==> config.mk <==
export PLATFORM = sky130hd
export DESIGN_NAME = bau_core
export DESIGN_NICKNAME = d
export VERILOG_FILES = /design/src/bau_pkg.sv /design/src/bau_core.sv
export SDC_FILE = /design/constraint.sdc
export NUM_CORES = 1
export LEC_CHECK = 0
export BUFFER_PORTS_ARGS = -buffer_cell sky130_fd_sc_hd__buf_2
export CAP_MARGIN = 5
export CORE_MARGIN = 4
export CORE_UTILIZATION = 49
export DETAILED_ROUTE_END_ITERATION = 12
export GPL_TIMING_DRIVEN = 0
export PLACE_DENSITY = 0.85
export SLEW_MARGIN = 20
export SYNTH_ARGS = -nofsm -noshare
export SYNTH_HDL_FRONTEND = slang
export SYNTH_SLANG_ARGS = --single-unit
==> constraint.sdc <==
create_clock -name i_core_clk -period 4.69 [get_ports i_core_clk]
set_input_delay 0.2345 -clock i_core_clk [delete_from_list [all_inputs] [get_ports i_core_clk]]
set_output_delay 0.2345 -clock i_core_clk [all_outputs]
set_load 0.02 [all_outputs]
==> src/bau_pkg.sv <==
// Purpose: Constants for the breakpoint address unit
// Assumes: Avalon-MM register bus, 32-bit words, byte addresses
// Notes: Register offsets are word aligned
package bau_pkg;
	localparam logic [4:0] OFF_STATUS_CONTROL = 5'h00;
	localparam logic [4:0] OFF_ADDR_HIGH = 5'h04;
	localparam logic [4:0] OFF_ADDR_LOW = 5'h08;
	localparam logic [4:0] OFF_AUXILIARY = 5'h0c;
	localparam logic [4:0] OFF_WAIT_STATUS = 5'h10;
	localparam logic [4:0] OFF_FLAG_CONTROL = 5'h14;
	localparam logic [4:0] OFF_IRQ_STATUS = 5'h18;
	localparam logic [4:0] OFF_IRQ_MASK = 5'h1c;
	localparam int BIT_ENABLE = 7;
	localparam int BIT_ACTIVE = 6;
	localparam int BIT_WDOG_OFF = 0;
	localparam int BIT_WAIT_EXIT = 1;
	localparam int BIT_FLAG_CLEAR = 7;
	localparam int IRQ_BREAK = 0;
	localparam int IRQ_RETURN = 1;
	localparam logic [7:0] SWI_OPCODE = 8'h83;
	localparam logic [15:0] VEC_NORMAL = 16'hfffc;
	localparam logic [15:0] VEC_MONITOR = 16'hfefc;
	localparam logic [7:0] RESET_BYTE = 8'h00;
	localparam logic [31:0] UNMAPPED_READ = 32'h0000_0000;
	typedef enum logic [2:0] {
		ST_RUN = 3'b001,
		ST_PENDING = 3'b010,
		ST_BREAK = 3'b100
	} bau_state_e;
endpackage : bau_pkg

==> src/bau_core.sv <==
// Purpose: Hardware breakpoint unit with Avalon-MM register access
// Assumes: One 100 MHz clock; CPU signals are on the same clock
// Notes: Waitrequest low one cycle after a request is seen
//
// Added by the designer: the Avalon-MM slave port and the register addresses.
`timescale 1ns/1ns
// What this block does
// - Enabled address match of program counter requests a breakpoint
// - On break, force interrupt opcode and vector to normal or monitor address
// - Software writing one to break-active triggers a break
// - Match on opcode address stops that instruction before it runs
// - Match on operand address lets the instruction finish first
// - Software break is taken just before the next instruction
// - Return-from-interrupt ends the break state
// - Active bit clear with same address gives no further break
// - Peripheral flags clearable in break only with flag-clear bit set
// - Timer counter frozen while break is active
// - Watchdog off in monitor break when watchdog-off bit set; resets zero
// - Enable bit 7 gates address breaks; write zero or reset clears it
// - Active bit set on match, cleared on reset, software clears it
// - Two byte registers hold break address, reset to zero
// - Flag shows wait mode was exited by a break
// - No address break while in wait or stop mode; software breaks are still taken
module bau_core (
	input wire logic i_core_clk, // Bus clock
	input wire logic i_resetn, // Async reset, active low
	input wire logic [4:0] i_avs_address, // Byte address
	input wire logic i_avs_read, // Read strobe
	input wire logic i_avs_write, // Write strobe
	input wire logic [31:0] i_avs_writedata, // Write data
	input wire logic [3:0] i_avs_byteenable, // Byte lanes
	output logic [31:0] o_avs_readdata, // Read data
	output logic o_avs_waitrequest, // Stall
	input wire logic [15:0] i_cpu_addr, // CPU address bus
	input wire logic i_cpu_pc_fetch, // Address comes from program counter
	input wire logic i_cpu_opcode_fetch, // Fetch is an opcode
	input wire logic i_cpu_instr_start, // Next instruction begins this cycle
	input wire logic i_cpu_rti, // Return-from-interrupt executed
	input wire logic i_cpu_low_power, // Wait or stop mode
	input wire logic i_cpu_wait_wake, // Wait mode leaving this cycle
	input wire logic i_monitor_rom, // Monitor mode
	output logic o_breakpoint_request, // Request to integration unit
	output logic o_force_opcode, // Load instruction register with opcode
	output logic [7:0] o_opcode, // Opcode to load
	output logic [15:0] o_vector, // Break vector address
	output logic o_break_state, // Break state active
	output logic o_timer_freeze, // Hold timer counter
	output logic o_watchdog_off, // Disable watchdog
	output logic o_flag_clear_ok, // Peripheral flags may be cleared
	output logic o_irq // Interrupt
);
	logic [7:0] addr_high_reg;
	logic [7:0] addr_low_reg;
	logic enable_reg;
	logic active_reg;
	logic wdog_off_reg;
	logic wait_exit_reg;
	logic flag_clear_reg;
	logic [1:0] irq_status_reg;
	logic [1:0] irq_mask_reg;
	logic ack_reg;
	logic armed_reg;
	bau_pkg::bau_state_e state_reg;
	logic wr_hit;
	logic rd_hit;
	logic addr_match;
	logic sw_trigger;
	logic [31:0] rdata_next;
	logic break_event;
	logic return_event;
	logic opcode_hit;

	// Writes commit at the edge where waitrequest is sampled low
	assign wr_hit = i_avs_write && ack_reg && i_avs_byteenable[0];
	assign rd_hit = i_avs_read && !ack_reg;
	assign sw_trigger = wr_hit && i_avs_address == bau_pkg::OFF_STATUS_CONTROL
		&& i_avs_writedata[bau_pkg::BIT_ACTIVE];
	// Compare against live registers, program-counter cycles only, not in low power
	assign addr_match = enable_reg && armed_reg && i_cpu_pc_fetch && !i_cpu_low_power
		&& i_cpu_addr == {addr_high_reg, addr_low_reg};
	assign break_event = state_reg != bau_pkg::ST_BREAK && (addr_match || sw_trigger);
	assign return_event = state_reg == bau_pkg::ST_BREAK && i_cpu_rti;
	// Opcode match forces at once; a software write in the same cycle defers to the boundary
	assign opcode_hit = addr_match && i_cpu_opcode_fetch && !sw_trigger;

	// One wait cycle then acknowledge
	always_ff @(posedge i_core_clk or negedge i_resetn) begin
		if (!i_resetn) begin
			ack_reg <= 1'b0;
		end else begin
			ack_reg <= (i_avs_read || i_avs_write) && !ack_reg;
		end
	end

	always_ff @(posedge i_core_clk or negedge i_resetn) begin
		if (!i_resetn) begin
			o_avs_waitrequest <= 1'b1;
		end else begin
			o_avs_waitrequest <= !((i_avs_read || i_avs_write) && !ack_reg);
		end
	end

	always_comb begin
		rdata_next = bau_pkg::UNMAPPED_READ;
		case (i_avs_address)
			bau_pkg::OFF_STATUS_CONTROL: begin
				rdata_next[bau_pkg::BIT_ENABLE] = enable_reg;
				rdata_next[bau_pkg::BIT_ACTIVE] = active_reg;
			end
			bau_pkg::OFF_ADDR_HIGH: rdata_next[7:0] = addr_high_reg;
			bau_pkg::OFF_ADDR_LOW: rdata_next[7:0] = addr_low_reg;
			bau_pkg::OFF_AUXILIARY: rdata_next[bau_pkg::BIT_WDOG_OFF] = wdog_off_reg;
			bau_pkg::OFF_WAIT_STATUS: rdata_next[bau_pkg::BIT_WAIT_EXIT] = wait_exit_reg;
			bau_pkg::OFF_FLAG_CONTROL: rdata_next[bau_pkg::BIT_FLAG_CLEAR] = flag_clear_reg;
			bau_pkg::OFF_IRQ_STATUS: rdata_next[1:0] = irq_status_reg;
			bau_pkg::OFF_IRQ_MASK: rdata_next[1:0] = irq_mask_reg;
			default: rdata_next = bau_pkg::UNMAPPED_READ;
		endcase
	end

	always_ff @(posedge i_core_clk or negedge i_resetn) begin
		if (!i_resetn) begin
			o_avs_readdata <= bau_pkg::UNMAPPED_READ;
		end else if (rd_hit) begin
			o_avs_readdata <= rdata_next;
		end
	end

	// Address registers clear at reset
	always_ff @(posedge i_core_clk or negedge i_resetn) begin
		if (!i_resetn) begin
			addr_high_reg <= bau_pkg::RESET_BYTE;
			addr_low_reg <= bau_pkg::RESET_BYTE;
		end else if (wr_hit) begin
			if (i_avs_address == bau_pkg::OFF_ADDR_HIGH) begin
				addr_high_reg <= i_avs_writedata[7:0];
			end
			if (i_avs_address == bau_pkg::OFF_ADDR_LOW) begin
				addr_low_reg <= i_avs_writedata[7:0];
			end
		end
	end

	always_ff @(posedge i_core_clk or negedge i_resetn) begin
		if (!i_resetn) begin
			enable_reg <= 1'b0;
			wdog_off_reg <= 1'b0;
			flag_clear_reg <= 1'b0;
		end else if (wr_hit) begin
			if (i_avs_address == bau_pkg::OFF_STATUS_CONTROL) begin
				enable_reg <= i_avs_writedata[bau_pkg::BIT_ENABLE];
			end
			if (i_avs_address == bau_pkg::OFF_AUXILIARY) begin
				wdog_off_reg <= i_avs_writedata[bau_pkg::BIT_WDOG_OFF];
			end
			if (i_avs_address == bau_pkg::OFF_FLAG_CONTROL) begin
				flag_clear_reg <= i_avs_writedata[bau_pkg::BIT_FLAG_CLEAR];
			end
		end
	end

	// Active bit: hardware set wins over software clear
	always_ff @(posedge i_core_clk or negedge i_resetn) begin
		if (!i_resetn) begin
			active_reg <= 1'b0;
		end else if (addr_match || sw_trigger) begin
			active_reg <= 1'b1;
		end else if (wr_hit && i_avs_address == bau_pkg::OFF_STATUS_CONTROL) begin
			active_reg <= 1'b0;
		end
	end

	// Clearing active without a new address leaves the unit disarmed
	always_ff @(posedge i_core_clk or negedge i_resetn) begin
		if (!i_resetn) begin
			armed_reg <= 1'b1;
		end else if (wr_hit && (i_avs_address == bau_pkg::OFF_ADDR_HIGH
			|| i_avs_address == bau_pkg::OFF_ADDR_LOW)) begin
			armed_reg <= 1'b1;
		end else if (addr_match) begin
			armed_reg <= 1'b0;
		end
	end

	// Run, pending until instruction boundary, break until return
	always_ff @(posedge i_core_clk or negedge i_resetn) begin
		if (!i_resetn) begin
			state_reg <= bau_pkg::ST_RUN;
		end else begin
			case (state_reg)
				bau_pkg::ST_RUN: begin
					if (opcode_hit) begin
						state_reg <= bau_pkg::ST_BREAK;
					end else if (addr_match || sw_trigger) begin
						state_reg <= bau_pkg::ST_PENDING;
					end
				end
				bau_pkg::ST_PENDING: begin
					if (i_cpu_instr_start) begin
						state_reg <= bau_pkg::ST_BREAK;
					end
				end
				bau_pkg::ST_BREAK: begin
					if (i_cpu_rti) begin
						state_reg <= bau_pkg::ST_RUN;
					end
				end
				default: state_reg <= bau_pkg::ST_RUN;
			endcase
		end
	end

	// Opcode matches replace the fetched opcode; operand matches wait for the next boundary
	always_ff @(posedge i_core_clk or negedge i_resetn) begin
		if (!i_resetn) begin
			o_breakpoint_request <= 1'b0;
			o_force_opcode <= 1'b0;
		end else begin
			o_breakpoint_request <= state_reg == bau_pkg::ST_PENDING
				|| (state_reg == bau_pkg::ST_RUN && (addr_match || sw_trigger));
			o_force_opcode <= (state_reg == bau_pkg::ST_RUN && opcode_hit)
				|| (state_reg == bau_pkg::ST_PENDING && i_cpu_instr_start);
		end
	end

	always_ff @(posedge i_core_clk or negedge i_resetn) begin
		if (!i_resetn) begin
			o_opcode <= bau_pkg::SWI_OPCODE;
			o_vector <= bau_pkg::VEC_NORMAL;
		end else begin
			o_opcode <= bau_pkg::SWI_OPCODE;
			o_vector <= i_monitor_rom ? bau_pkg::VEC_MONITOR : bau_pkg::VEC_NORMAL;
		end
	end

	always_ff @(posedge i_core_clk or negedge i_resetn) begin
		if (!i_resetn) begin
			o_break_state <= 1'b0;
			o_timer_freeze <= 1'b0;
			o_watchdog_off <= 1'b0;
			o_flag_clear_ok <= 1'b1;
		end else begin
			o_break_state <= state_reg == bau_pkg::ST_BREAK && !i_cpu_rti;
			o_timer_freeze <= state_reg == bau_pkg::ST_BREAK && !i_cpu_rti;
			o_watchdog_off <= state_reg == bau_pkg::ST_BREAK && !i_cpu_rti
				&& i_monitor_rom && wdog_off_reg;
			o_flag_clear_ok <= state_reg != bau_pkg::ST_BREAK || i_cpu_rti || flag_clear_reg;
		end
	end

	// Wait exit flag: set when a break wakes the CPU, cleared on return
	always_ff @(posedge i_core_clk or negedge i_resetn) begin
		if (!i_resetn) begin
			wait_exit_reg <= 1'b0;
		end else if (i_cpu_wait_wake && (state_reg == bau_pkg::ST_PENDING || sw_trigger)) begin
			wait_exit_reg <= 1'b1;
		end else if (return_event) begin
			wait_exit_reg <= 1'b0;
		end
	end

	always_ff @(posedge i_core_clk or negedge i_resetn) begin
		if (!i_resetn) begin
			irq_status_reg <= 2'h0;
			irq_mask_reg <= 2'h0;
		end else begin
			if (wr_hit && i_avs_address == bau_pkg::OFF_IRQ_MASK) begin
				irq_mask_reg <= i_avs_writedata[1:0];
			end
			irq_status_reg <= (irq_status_reg & ~((wr_hit && i_avs_address == bau_pkg::OFF_IRQ_STATUS)
				? i_avs_writedata[1:0] : 2'h0)) | {return_event, break_event};
		end
	end

	always_ff @(posedge i_core_clk or negedge i_resetn) begin
		if (!i_resetn) begin
			o_irq <= 1'b0;
		end else begin
			o_irq <= |(irq_status_reg & irq_mask_reg);
		end
	end

	enable_gate_a: assert property (@(posedge i_core_clk) disable iff (!i_resetn)
		!enable_reg |-> !addr_match) else $error("match while disabled");
	low_power_a: assert property (@(posedge i_core_clk) disable iff (!i_resetn)
		i_cpu_low_power && !sw_trigger && state_reg == bau_pkg::ST_RUN |=> state_reg == bau_pkg::ST_RUN)
		else $error("break in low power");
	request_a: assert property (@(posedge i_core_clk) disable iff (!i_resetn)
		state_reg == bau_pkg::ST_RUN && addr_match |=> o_breakpoint_request && active_reg)
		else $error("no request on match");
	sw_break_a: assert property (@(posedge i_core_clk) disable iff (!i_resetn)
		state_reg == bau_pkg::ST_RUN && sw_trigger |=> state_reg == bau_pkg::ST_PENDING)
		else $error("software break lost");
	boundary_a: assert property (@(posedge i_core_clk) disable iff (!i_resetn)
		state_reg == bau_pkg::ST_PENDING && i_cpu_instr_start |=> o_force_opcode ##0 state_reg == bau_pkg::ST_BREAK)
		else $error("break not at boundary");
	return_a: assert property (@(posedge i_core_clk) disable iff (!i_resetn)
		return_event |=> state_reg == bau_pkg::ST_RUN ##0 !o_timer_freeze) else $error("return ignored");
	disarm_a: assert property (@(posedge i_core_clk) disable iff (!i_resetn)
		addr_match |=> !armed_reg) else $error("not disarmed");
	freeze_a: assert property (@(posedge i_core_clk) disable iff (!i_resetn)
		state_reg == bau_pkg::ST_BREAK && !i_cpu_rti |=> o_timer_freeze) else $error("timer not frozen");
	vector_a: assert property (@(posedge i_core_clk) disable iff (!i_resetn)
		i_monitor_rom |=> o_vector == bau_pkg::VEC_MONITOR) else $error("wrong vector");
	wdog_a: assert property (@(posedge i_core_clk) disable iff (!i_resetn)
		!wdog_off_reg |=> !o_watchdog_off) else $error("watchdog off without bit");
	flag_a: assert property (@(posedge i_core_clk) disable iff (!i_resetn)
		state_reg == bau_pkg::ST_BREAK && !i_cpu_rti && !flag_clear_reg |=> !o_flag_clear_ok)
		else $error("flags clearable in break");
	opcode_stop_a: assert property (@(posedge i_core_clk) disable iff (!i_resetn)
		state_reg == bau_pkg::ST_RUN && opcode_hit |=> o_force_opcode && state_reg == bau_pkg::ST_BREAK)
		else $error("opcode match not forced");
	operand_wait_a: assert property (@(posedge i_core_clk) disable iff (!i_resetn)
		state_reg == bau_pkg::ST_RUN && addr_match && !i_cpu_opcode_fetch |=> !o_force_opcode && state_reg == bau_pkg::ST_PENDING)
		else $error("operand match forced early");
	wait_exit_a: assert property (@(posedge i_core_clk) disable iff (!i_resetn)
		i_cpu_wait_wake && state_reg == bau_pkg::ST_PENDING |=> wait_exit_reg)
		else $error("wait exit not flagged");
	sw_request_a: assert property (@(posedge i_core_clk) disable iff (!i_resetn)
		state_reg == bau_pkg::ST_RUN && sw_trigger |=> o_breakpoint_request && active_reg)
		else $error("software break not requested");
	flag_free_a: assert property (@(posedge i_core_clk) disable iff (!i_resetn)
		state_reg != bau_pkg::ST_BREAK |=> o_flag_clear_ok)
		else $error("flags blocked outside break");
	watchdog_mon_a: assert property (@(posedge i_core_clk) disable iff (!i_resetn)
		!i_monitor_rom |=> !o_watchdog_off)
		else $error("watchdog off outside monitor");
	addr_hold_a: assert property (@(posedge i_core_clk) disable iff (!i_resetn)
		!wr_hit |=> $stable({addr_high_reg, addr_low_reg}))
		else $error("address changed without write");
	bus_ready_a: assert property (@(posedge i_core_clk) disable iff (!i_resetn)
		!o_avs_waitrequest |=> o_avs_waitrequest)
		else $error("waitrequest low too long");
	irq_level_a: assert property (@(posedge i_core_clk) disable iff (!i_resetn)
		|(irq_status_reg & irq_mask_reg) |=> o_irq)
		else $error("interrupt not raised");

	addr_break_c: cover property (@(posedge i_core_clk) disable iff (!i_resetn)
		addr_match && i_cpu_opcode_fetch ##1 o_force_opcode);
	sw_break_c: cover property (@(posedge i_core_clk) disable iff (!i_resetn)
		sw_trigger ##[1:20] state_reg == bau_pkg::ST_BREAK);
	return_c: cover property (@(posedge i_core_clk) disable iff (!i_resetn) return_event ##1 o_irq);
	operand_break_c: cover property (@(posedge i_core_clk) disable iff (!i_resetn)
		addr_match && !i_cpu_opcode_fetch ##1 state_reg == bau_pkg::ST_PENDING ##[1:4] o_force_opcode);
	wait_exit_c: cover property (@(posedge i_core_clk) disable iff (!i_resetn) i_cpu_wait_wake ##1 wait_exit_reg);
endmodule : bau_core

==> flow_metrics.env <==
export IMPL_crit_family="simple AND/OR/NAND/NOR gates"
export IMPL_clock_sinks=46
export IMPL_sw_frac_of_total=0.264
export IMPL_antenna_left=0
export IMPL_yosysTopAreaCellShare=0.398
export IMPL_ys_seq_area_frac=0.449
export IMPL_slew_headroom=0.550
export IMPL_grt_ovfl_total=0
export IMPL_drive_gt1_frac=0.434
export IMPL_ctsHoldBuffers=0
export IMPL_h_tree_depth=2
export IMPL_fin_cells=420
export IMPL_fin_area_mm2=0.00324
export IMPL_crit_required_ns=4.87
export IMPL_postSynthCellCount=239
export IMPL_finalMaxSlewViolations=0
export IMPL_grt_max_degree=47
export IMPL_die_area_mm2=0.00648
export IMPL_critPathLaunchType="flip-flop"
export IMPL_use_met3=0.0381
export IMPL_dpl_cell_area_mm2=0.00312
export IMPL_path_clk_slew_ns=0.08
export IMPL_hold_path_startpoint="i_monitor_rom"
export IMPL_syn_avg_cell_area_um2=10.8
export IMPL_drt_total_wl_um=5550
export IMPL_crit_start="ack_reg$_DFF_PN0_"
export IMPL_p_per_area_mw_per_mm2=273
export IMPL_area_growth_pct=25.8
export IMPL_period_share=0.415
export IMPL_io_pins=132
export IMPL_antenna_found_initial=0
export IMPL_tightest_slew_ns=0.666
export IMPL_drt_pass1_iterations=4
export IMPL_cts_resized=0
export IMPL_grt_pass1_wl_um=8990
export IMPL_die_h_um=80.5
export IMPL_power_net_switching_uw=233
export IMPL_drc_errors=0
export IMPL_coreArea_mm2=0.00511
export IMPL_path_max_fanout=4
export IMPL_cts_root_buffer="clkbuf_8"
export IMPL_power_uw=884
export IMPL_ys_ff_latch=46
export IMPL_yosysTopAreaCell="dfrtp_1"
export IMPL_synth_cell_area_mm2=0.00258
export IMPL_clock_skew_ns=0.00625
export IMPL_place_congestion=0.827
export IMPL_hpwl_um=4370
export IMPL_ys_warn_count=0
export IMPL_wl_per_cell_um=13.2
export IMPL_die_x_um=80.5
export IMPL_finalSetupTns_ns=0
export IMPL_maxCapViolCount=0
export IMPL_p_int_uw=651
export IMPL_crit_type="reg2reg"
export IMPL_synthDistinctLibCells=45
export IMPL_slowest_delay_ns=0.66
export IMPL_clkLatencyLatePin_ns=0.30
export IMPL_fin_nets=417
export IMPL_p_seq_frac=0.499
export IMPL_grt_total_usage=0.178
export IMPL_utilization=0.634
export IMPL_p_comb_frac=0.189
export IMPL_diodes=0
export IMPL_pwr_share_clk=0.312
export IMPL_cts_buffers=5
export IMPL_crit_chain="nand3_1 -> nor4b_1 -> and3_1 -> mux2_2"
export IMPL_port_buffers=57
export IMPL_rr_startpoint="ack_reg$_DFF_PN0_"
export IMPL_hold_class="in2reg"
export IMPL_use_met2=0.292
export IMPL_cp_arrival_ns=2.13
export IMPL_num_rows=26
export IMPL_initial_core_util=0.504
export IMPL_worst_path_buf_inv=0
export IMPL_cts_tree="built"
export IMPL_met1_usage=0.234
export IMPL_post_cts_buffers=0
export IMPL_rsz0062_at_grt="no"
export IMPL_ir_drop_mv=0.158
export IMPL_power_leakage_uw=0.00172
export IMPL_cp_end_kind="flip-flop"
export IMPL_clk_path_buf_depth=2
export IMPL_avgViaCountPerCell=4.57
export IMPL_setup_violations=0
export IMPL_grt_pass1_vias=1935
export IMPL_status="finished, final reports clean"
export IMPL_crit_slowest_cell="nor4b_1"
export IMPL_vias=1920
export IMPL_max_freq_mhz=514
export IMPL_fin_crit_ns=1.95
export IMPL_drt_iter0_markers=207
export IMPL_hold_viol=0
export IMPL_synth_area_leaders="dfrtp_1, buf_4, mux2_2, dfstp_2, xnor2_1"
export IMPL_grt_busiest_layer="met2"
export IMPL_dp_cells=411
## stage by stage
stage	worst slack [ns]	hold slack (ns)
after CTS	2.75	0.0421
final	2.74	0.0454
after floorplan	3.10	-0.0611
after global routing	2.59	0.0476
after detailed placement	2.82	0.362
after global placement	2.84	0.355
## layer usage
| metal | part of all wire | vias to the layer above | wire length (um) |
|---|---|---|---|
| met5 | 0 | - | 0 |
| met4 | 0.015 | 0 | 82 |
| met3 | 0.069 | 7 | 380 |
| met2 | 0.49 | 75 | 2700 |
| met1 | 0.43 | 895 | 2380 |
| li1 | - | 943 | - |
## worst reg2reg max path: stages, from the launching register on
cell and delay, ns:
dfrtp_1 0.35, nand3_1 0.19, nor4b_1 0.66, and3_1 0.29
mux2_2 0.34
## power groups by stage
stage	logic, uW	clock network, uW	registers, uW
floorplan	120	0	446
global placement	161	0	448
detailed placement	165	0	449
CTS	165	279	441
global route	183	300	444
finish	167	275	441
## kinds of logic after synthesis
family | Yosys count | share of synthesized area
and+or+nand+nor | 59 | 0.127
buffers and inverters | 57 | 0.160
DFF | 46 | 0.449
AOI/OAI and AO/OA | 33 | 0.0826
muxes | 26 | 0.124
xor gates and xnor gates | 16 | 0.0544
other | 2 | 0.00292
## worst paths after layout
kind / endpoint / slack, ns / depth (start not counted)
worst max-delay path: irq_mask_reg[1]$_DFFE_PN0P_ / 2.74 / 4
worst min-delay path: o_vector[8]$_DFF_PN1_ / 0.05 / 2
worst max register to register: irq_mask_reg[1]$_DFFE_PN0P_ / 2.74 / 4
worst min register to register: o_avs_readdata[2]$_DFFE_PN0P_ / 0.47 / 2
max in group asynchronous: addr_high_reg[3]$_DFFE_PN0P_ / 3.82 / 2
min in group asynchronous: o_force_opcode$_DFF_PN0_ / 0.48 / 2
## placed cells by master (no fill, tap or decap), types with 3 or more instances in the layout
master and count:
buf_2 57, buf_4 51, conb_1 47, dfrtp_1 41, nand2_1 20, xnor2_1 15
mux2_2 15, o21ai_0 8, mux2_4 8, clkbuf_8 8, nand3_1 6, nor2_1 6
a21oi_1 5, a22oi_1 5, dfstp_2 5, a22o_1 4, inv_1 3, nand4_1 3
nor3_1 3, and3_1 3, mux2i_1 3
## area by class of cell
| type | instances | area, um^2 |
|---|---|---|
| repair buffers | 58 | 298 |
| fillers | 436 | 1870 |
| plain buffers | 54 | 400 |
| clock buffers | 8 | 110 |
| flip-flops and latches | 46 | 1160 |
| inverters | 3 | 11.3 |
| well taps | 70 | 87.6 |
| multi-input cells | 181 | 1180 |
## synth_stat cells, drive strengths merged
cell type / number
nand3: 6
mux2i: 3
and2b: 2
a211oi: 1
xnor2: 15
and3: 3
nor3b: 3
a21o: 1
or3b: 1
nor2b: 4
a211o: 1
o21ai: 10
nand4b: 1
nand4: 3
nand2: 20
a22oi: 5
mux2: 23
nor4b: 1
clkbuf: 2
a22o: 4
inv: 3
or2: 1
xor2: 1
o31ai: 1
and2: 1
a21oi: 5
dfrtp: 41
a31oi: 2
or3: 2
conb: 2
nor3: 3
nand2b: 2
o22ai: 2
a221oi: 1
buf: 52
dfstp: 5
nor2: 6
(Power assumes the default switching activity.)
